==> config.mk <==
export PLATFORM = sky130hd
export DESIGN_NAME = swdtc_top
export DESIGN_NICKNAME = d
export VERILOG_FILES = /design/src/shared/swdtc_pkg.sv /design/src/hdl/swdtc_top.sv /design/src/hdl/swdtc_apb_if.sv
export SDC_FILE = /design/constraint.sdc
export NUM_CORES = 1
export LEC_CHECK = 0
export CELL_PAD_IN_SITES_DETAIL_PLACEMENT = 0
export CELL_PAD_IN_SITES_GLOBAL_PLACEMENT = 1
export CORE_MARGIN = 8
export CORE_UTILIZATION = 50
export CTS_CLUSTER_DIAMETER = 30
export DETAILED_ROUTE_END_ITERATION = 8
export DONT_BUFFER_PORTS = 1
export PLACE_DENSITY_LB_ADDON = 0.2
export SYNTH_ARGS = -nofsm -noshare
export SYNTH_HDL_FRONTEND = slang
export SYNTH_SLANG_ARGS = --single-unit
==> constraint.sdc <==
create_clock -name pclk -period 4.7 [get_ports pclk]
set_input_delay 0.94 -clock pclk [delete_from_list [all_inputs] [get_ports pclk]]
set_output_delay 0.94 -clock pclk [all_outputs]
set_load 0.02 [all_outputs]
==> src/shared/swdtc_pkg.sv <==
// package: register map and constants of the supervisory timer
package swdtc_pkg;
    // ****************************************
    // register offsets
    // ****************************************
    localparam logic [7:0] SWDTC_OFF_CTRL = 8'h00;
    localparam logic [7:0] SWDTC_OFF_LOAD = 8'h04;
    localparam logic [7:0] SWDTC_OFF_COUNT = 8'h08;
    localparam logic [7:0] SWDTC_OFF_RELOAD = 8'h0c;
    localparam logic [7:0] SWDTC_OFF_TRIP = 8'h10;
    localparam logic [31:0] SWDTC_RELOAD_KEY = 32'h0000_5a5a;
    // ****************************************
    // control fields
    // ****************************************
    localparam int SWDTC_CTRL_EN_BIT = 0;
    localparam int SWDTC_CTRL_WDRST_BIT = 1;
    localparam int SWDTC_CTRL_LOCK_BIT = 2;
    localparam int SWDTC_TRIP_CUR_LSB = 8;
    localparam logic [31:0] SWDTC_LOAD_RESET = 32'hffff_ffff;
    localparam logic [7:0] SWDTC_TRIP_RESET = 8'h00;
    localparam int SWDTC_RST_PULSE_CYCLES = 16;

    typedef struct packed {
        logic en;
        logic wd_reset_flag;
        logic locked;
    } swdtc_status_s;

    typedef enum logic [1:0] {
        SWDTC_IDLE,
        SWDTC_RUN,
        SWDTC_PULSE,
        SWDTC_LOCK
    } swdtc_state_e;
endpackage

==> src/hdl/swdtc_top.sv <==
// supervisory timer with trip counter behind an apb slave
//
// Behaviour
// - a 32-bit counter counts down from the software load value to expiry.
// - a reload write of the key value restores the counter to the load value.
// - expiry without reload raises a system reset.
// - that reset drives both the core and peripheral reset outputs.
// - after hardware reset the timer is disabled and does not count.
// - a control bit shows whether the last reset came from expiry.
// - once expirations exceed the trip limit the reset output stays low until hardware reset.
// - the trip count survives watchdog resets and only hardware reset clears it.
// - a current trip count field counts watchdog resets, saturating at all ones, and is readable.
`timescale 1ns/1ns
`default_nettype none
module swdtc_top
    import swdtc_pkg::*;
#(
    parameter int CNT_W = 32,
    parameter int TRIP_W = 8,
    parameter int PULSE_CYCLES = SWDTC_RST_PULSE_CYCLES
)
(
    input wire logic pclk,
    input wire logic presetn,
    input wire logic psel,
    input wire logic penable,
    input wire logic pwrite,
    input wire logic [7:0] paddr,
    input wire logic [31:0] pwdata,
    output logic [31:0] prdata,
    output logic pready,
    output logic pslverr,
    output logic supervisor_reset_out_n,
    output logic core_reset_n,
    output logic periph_reset_n
);
    // ****************************************
    // elaboration checks
    // ****************************************
    if (CNT_W != 32) begin : g_bad_cnt
        $error("counter width must be 32");
    end
    if (TRIP_W < 1 || TRIP_W > 8) begin : g_bad_trip
        $error("trip width must be 1..8");
    end
    if (PULSE_CYCLES < 1 || PULSE_CYCLES > 255) begin : g_bad_pulse
        $error("pulse length must be 1..255");
    end

    logic wr_stb;
    logic rd_stb;
    logic mapped;
    logic [31:0] load_q;
    logic [31:0] count_q;
    logic en_q;
    logic wdrst_q;
    logic [TRIP_W-1:0] trip_lim_q;
    logic [TRIP_W-1:0] trip_cur_q;
    logic [7:0] pulse_q;
    logic rst_out_q;
    swdtc_state_e state_q;
    swdtc_status_s status;
    logic expire;
    logic reload;

    swdtc_apb_if u_apb (
        .psel(psel),
        .penable(penable),
        .pwrite(pwrite),
        .paddr(paddr),
        .pready(pready),
        .pslverr(pslverr),
        .wr_stb(wr_stb),
        .rd_stb(rd_stb),
        .mapped(mapped)
    );

    function automatic logic wr_to(input logic stb, input logic [7:0] a, input logic [7:0] off);
        wr_to = stb && (a == off);
    endfunction

    assign reload = wr_to(wr_stb, paddr, SWDTC_OFF_RELOAD) && (pwdata == SWDTC_RELOAD_KEY);
    assign expire = (state_q == SWDTC_RUN) && en_q && (count_q == '0) && !reload;

    // ****************************************
    // load value and enable
    // ****************************************
    always_ff @(posedge pclk or negedge presetn) begin
        if (!presetn) begin
            load_q <= SWDTC_LOAD_RESET;
        end else if (wr_to(wr_stb, paddr, SWDTC_OFF_LOAD)) begin
            load_q <= pwdata;
        end
    end

    always_ff @(posedge pclk or negedge presetn) begin
        if (!presetn) begin
            en_q <= 1'b0;
        end else if (expire) begin
            en_q <= 1'b0;
        end else if (wr_to(wr_stb, paddr, SWDTC_OFF_CTRL) && state_q != SWDTC_LOCK) begin
            en_q <= pwdata[SWDTC_CTRL_EN_BIT];
        end
    end

    // ****************************************
    // down counter
    // ****************************************
    always_ff @(posedge pclk or negedge presetn) begin
        if (!presetn) begin
            count_q <= SWDTC_LOAD_RESET;
        end else if (state_q == SWDTC_IDLE || reload) begin
            count_q <= load_q;
        end else if (state_q == SWDTC_RUN && count_q != '0) begin
            count_q <= count_q - 32'h0000_0001;
        end
    end

    // ****************************************
    // state machine
    // ****************************************
    always_ff @(posedge pclk or negedge presetn) begin
        if (!presetn) begin
            state_q <= SWDTC_IDLE;
        end else begin
            case (state_q)
                SWDTC_IDLE: begin
                    if (en_q) begin
                        state_q <= SWDTC_RUN;
                    end
                end
                SWDTC_RUN: begin
                    if (!en_q) begin
                        state_q <= SWDTC_IDLE;
                    end else if (expire) begin
                        if (trip_cur_q >= trip_lim_q) begin
                            state_q <= SWDTC_LOCK;
                        end else begin
                            state_q <= SWDTC_PULSE;
                        end
                    end
                end
                SWDTC_PULSE: begin
                    if (pulse_q == 8'h01) begin
                        state_q <= SWDTC_IDLE;
                    end
                end
                SWDTC_LOCK: state_q <= SWDTC_LOCK;
                default: state_q <= SWDTC_IDLE;
            endcase
        end
    end

    always_ff @(posedge pclk or negedge presetn) begin
        if (!presetn) begin
            pulse_q <= 8'h00;
        end else if (expire) begin
            pulse_q <= PULSE_CYCLES[7:0];
        end else if (pulse_q != 8'h00) begin
            pulse_q <= pulse_q - 8'h01;
        end
    end

    // ****************************************
    // trip counter and status
    // ****************************************
    always_ff @(posedge pclk or negedge presetn) begin
        if (!presetn) begin
            trip_lim_q <= SWDTC_TRIP_RESET[TRIP_W-1:0];
        end else if (wr_to(wr_stb, paddr, SWDTC_OFF_TRIP) && state_q != SWDTC_LOCK) begin
            trip_lim_q <= pwdata[TRIP_W-1:0];
        end
    end

    always_ff @(posedge pclk or negedge presetn) begin
        if (!presetn) begin
            trip_cur_q <= SWDTC_TRIP_RESET[TRIP_W-1:0];
        end else if (expire && trip_cur_q != '1) begin
            trip_cur_q <= trip_cur_q + 1'b1;
        end
    end

    always_ff @(posedge pclk or negedge presetn) begin
        if (!presetn) begin
            wdrst_q <= 1'b0;
        end else if (expire) begin
            wdrst_q <= 1'b1;
        end else if (wr_to(wr_stb, paddr, SWDTC_OFF_CTRL) && pwdata[SWDTC_CTRL_WDRST_BIT]) begin
            wdrst_q <= 1'b0;
        end
    end

    // ****************************************
    // reset outputs
    // ****************************************
    always_ff @(posedge pclk or negedge presetn) begin
        if (!presetn) begin
            rst_out_q <= 1'b1;
        end else begin
            rst_out_q <= !(expire || state_q == SWDTC_PULSE || state_q == SWDTC_LOCK);
        end
    end

    assign supervisor_reset_out_n = rst_out_q;
    assign core_reset_n = rst_out_q;
    assign periph_reset_n = rst_out_q;

    // ****************************************
    // read data
    // ****************************************
    assign status = '{en: en_q, wd_reset_flag: wdrst_q, locked: state_q == SWDTC_LOCK};

    always_ff @(posedge pclk or negedge presetn) begin
        if (!presetn) begin
            prdata <= 32'h0000_0000;
        end else if (psel && !penable && !pwrite) begin
            case (paddr)
                SWDTC_OFF_CTRL: begin
                    prdata <= 32'h0000_0000;
                    prdata[SWDTC_CTRL_EN_BIT] <= status.en;
                    prdata[SWDTC_CTRL_WDRST_BIT] <= status.wd_reset_flag;
                    prdata[SWDTC_CTRL_LOCK_BIT] <= status.locked;
                end
                SWDTC_OFF_LOAD: prdata <= load_q;
                SWDTC_OFF_COUNT: prdata <= count_q;
                SWDTC_OFF_TRIP: begin
                    prdata <= 32'h0000_0000;
                    prdata[TRIP_W-1:0] <= trip_lim_q;
                    prdata[SWDTC_TRIP_CUR_LSB +: TRIP_W] <= trip_cur_q;
                end
                default: prdata <= 32'h0000_0000;
            endcase
        end
    end

    logic unused_rd;
    assign unused_rd = rd_stb & mapped;
endmodule
`default_nettype wire

==> src/hdl/swdtc_apb_if.sv <==
// apb slave decode: one-cycle access with error on unmapped offsets
`timescale 1ns/1ns
`default_nettype none
module swdtc_apb_if
    import swdtc_pkg::*;
(
    input wire logic psel,
    input wire logic penable,
    input wire logic pwrite,
    input wire logic [7:0] paddr,
    output logic pready,
    output logic pslverr,
    output logic wr_stb,
    output logic rd_stb,
    output logic mapped
);
    // ****************************************
    // decode
    // ****************************************
    always_comb begin
        case (paddr)
            SWDTC_OFF_CTRL, SWDTC_OFF_LOAD, SWDTC_OFF_COUNT,
            SWDTC_OFF_RELOAD, SWDTC_OFF_TRIP: mapped = 1'b1;
            default: mapped = 1'b0;
        endcase
    end
    assign pready = psel & penable;
    assign pslverr = psel & penable & ~mapped;
    assign wr_stb = psel & penable & pwrite & mapped;
    assign rd_stb = psel & penable & ~pwrite & mapped;
endmodule
`default_nettype wire

==> reports/qor.csv <==
stage,metric,value,unit
timing,tightest_slew,1218,ps
critical_path,reg2reg_from,count_q[0]$_DFFE_PN1P_,
critical_path,startpoint_type,flip-flop,
floorplanning,placementRows,42,
cts,cts_tree,done,
logic_synthesis,synth-edff-count,0,
pwr,switching_share,19.72,%
cts,cts_hold_buffers,0,
pwr,leakage,2.945,nW
pwr,power.switching,0.4970,mW
cts,postCtsSetupBuffers,0,
drt,vias_per_cell,6.309,
cts,cts_buffers,17,
logic_synthesis,yosysTopAreaCellShare,25.75,%
pwr,max-vdd-ir-drop,230.8,uV
global_routing,grt_pass1_vias,5169,
run_status,status,"finished, final reports clean",
layout,final_area,7371,sq um
floorplanning,die_h,131.2,microns
critical_path,criticalPathCategory,reg2reg,
global_routing,grt.total_usage,21.59,%
floorplanning,start_util,50.69,%
placement,portBuffers,0,
cts,clk_latency,430,ps
timing,period_share,70.28,%
global_routing,grt_overflow,0,
drt,remaining_drc_errors,0,
global_routing,grt_max_degree,126,
logic_synthesis,netlist_area,6633,sq um
logic_synthesis,yosys-top-cells-area,"dfstp_2 (26%), dfrtp_1 (23%), mux2_2 (8.1%), a21oi_1 (3.8%), xnor2_1 (2.9%)",
pwr,p_comb_share,0.9,%
critical_path,rrSetupSlack,1400,ps
pwr,pwr-share-seq,42.9,%
layout,antennaDiodeCount,0,
placement,globalplace.congestion,0.8301,
pwr,p_int,2.023,mW
logic_synthesis,yosys_warnings,0,
drt,wl_per_cell,22.69,microns
timing,fin_crit,3303,ps
cts,htree_levels,4,
logic_synthesis,synth-seq-cells,125,
placement,placed_area,6721,sq um
pwr,power.density,341.9,nW/um^2
layout,final_layout_size_suffix_gt1_share,26.81,%
drt,wl,18130,microns
cts,clk_pin_slew,60,ps
run,drv_cap,0,
logic_synthesis,ys_types,58,
layout,syn2layout_area_growth,11.13,%
timing,fin_skew,6.921,ps
logic_synthesis,synthTopCellsByCount,"dfstp_2 (65), dfrtp_1 (60), a21oi_1 (50), mux2_2 (48), nand2_1 (47)",
placement,dp_hpwl,12270,microns
logic_synthesis,synthesis.instances,625,
critical_path,cp_max_fo,13,
timing,setup_viol,0,
logic_synthesis,synth_top_cell_by_area,dfstp_2,
logic_synthesis,synth_area_per_cell,10.61,sq um
logic_synthesis,synth_nets,682,
critical_path,r2r_end,state_q[0]$_DFFE_PN0P_,
cts,cts_buffer_depth,2,
logic_synthesis,async_reset_ff_share,100.0,%
layout,nets,667,
cts,cts.sinks,125,
floorplanning,coreArea,13090,sq um
floorplanning,die_x,131.2,microns
global_routing,grt_pass1_wl,29600,microns
pwr,power_frac_clock,56.2,%
drt,route.vias.total,5041,
drt,firstDrtPassIters,8,
floorplanning,dieArea,17210,sq um
critical_path,endpoint_kind,flip-flop,
timing,setup_tns,0,ps
global_routing,antenna_found_initial,0,
critical_path,crit_required,4980,ps
critical_path,critPathArrivalTime,3590,ps
timing,rsz0062_at_grt,no,
timing,drv_slew,0,
cts,root_buffer,clkbuf_16,
min_path,hold_path_class,in2async,
critical_path,r2r_cells,7,
timing,max_freq,302.8,MHz
drt,antenna_left,0,
cts,cts_resized,0,
timing,hold_viol,0,
floorplanning,num_io_pins,82,
logic_synthesis,ys_dominant_reg_cell,dfstp_2,
drt,drt-initial-drc-count,488,
logic_synthesis,synth_most_common_cell,dfstp_2,
timing,slew_headroom,18.80,%
logic_synthesis,ys_seq_area_share,48.39,%
layout make-up:
class / instances / area, sq um
clock buffers: 24 / 523.0
clock inverters: 8 / 126.4
fillers: 1138 / 5714
inverters: 16 / 60.06
multi-input cells: 444 / 3187
flip-flops and latches: 125 / 3209
well taps: 176 / 220.2
repair buffers: 6 / 45.04
power groups by stage:
stage / registers [mW] / logic, mW / clock network [mW]
floorplan: 1.10 / 0.0196 / 0
global placement: 1.10 / 0.0227 / 0
detailed placement: 1.10 / 0.0228 / 0
CTS: 1.08 / 0.0229 / 1.44
global route: 1.08 / 0.0249 / 1.48
finish: 1.08 / 0.0227 / 1.42
how the worst max path moves through the flow:
stage	from	to	slack, ps
floorplan	paddr[1]	pslverr	1790
global placement	paddr[5]	load_q[21]$_DFFE_PN1P_	1300
detailed placement	paddr[1]	load_q[24]$_DFFE_PN1P_	1180
CTS	count_q[0]$_DFFE_PN1P_	state_q[0]$_DFFE_PN0P_	1440
global route	count_q[0]$_DFFE_PN1P_	state_q[0]$_DFFE_PN0P_	1080
finish	count_q[0]$_DFFE_PN1P_	state_q[0]$_DFFE_PN0P_	1400
flip-flops by register name, indices dropped and copies added (netlist names):
name,cells
core_reset_n,1
count_q,32
en_q,1
load_q,32
prdata,32
pulse_q,8
state_q,2
trip_cur_q,8
trip_lim_q,8
wdrst_q,1
cell families (layout without fill, tap and decap cells):
family,Yosys count,after routing,share of synthesized area [%]
adder cells (fa/ha/maj),12,12,2.264
AND/OR/NAND/NOR,187,187,16.83
buffers and inverters,56,54,3.924
XOR/XNOR,23,23,3.037
AO/OA/AOI/OAI,166,166,16.11
multiplexers,56,56,9.451
flip-flops,125,125,48.39
stage by stage:
stage / std cells / setup WS, ps / util [%] / hold slack [ps] / power [mW]
floorplan: 625 / 1787 / - / 450.4 / 1.117
global placement: 767 / 1300 / 51.37 / 466.4 / 1.120
detailed placement: 767 / 1180 / 51.37 / 475.4 / 1.121
CTS: 799 / 1445 / 56.33 / 193.3 / 2.540
global route: 799 / 1082 / 56.33 / 195.9 / 2.582
finish: 799 / 1397 / 56.33 / 217.6 / 2.520
routing by layer:
layer,track usage (%),part of all wire [%]
met5,0,0
met4,7.424,1.5
met3,6.479,7.6
met2,33.31,48
met1,28.25,43
critical path, cell delays in order (launching register included):
cell,delay [ps]
dfstp_2,390
inv_1,90
ha_1,180
nor3b_1,600
nand4_1,520
nor4_4,660
and2_1,560
a31oi_1,150
placed cells by master (no fill, tap or decap), types with 12 or more instances in the layout:
master     instances
dfstp_2           65
dfrtp_1           60
a21oi_1           50
mux2_2            48
nand2_1           47
o21ai_0           33
nor2_1            23
xnor2_1           22
clkbuf_16         18
a22oi_1           17
inv_1             16
a222oi_1          15
nor4_1            14
a31oi_1           14
nand4_1           12
nand3_1           12
or3_1             12
ha_1              12
Note: power is estimated with default switching activity, not from simulation.
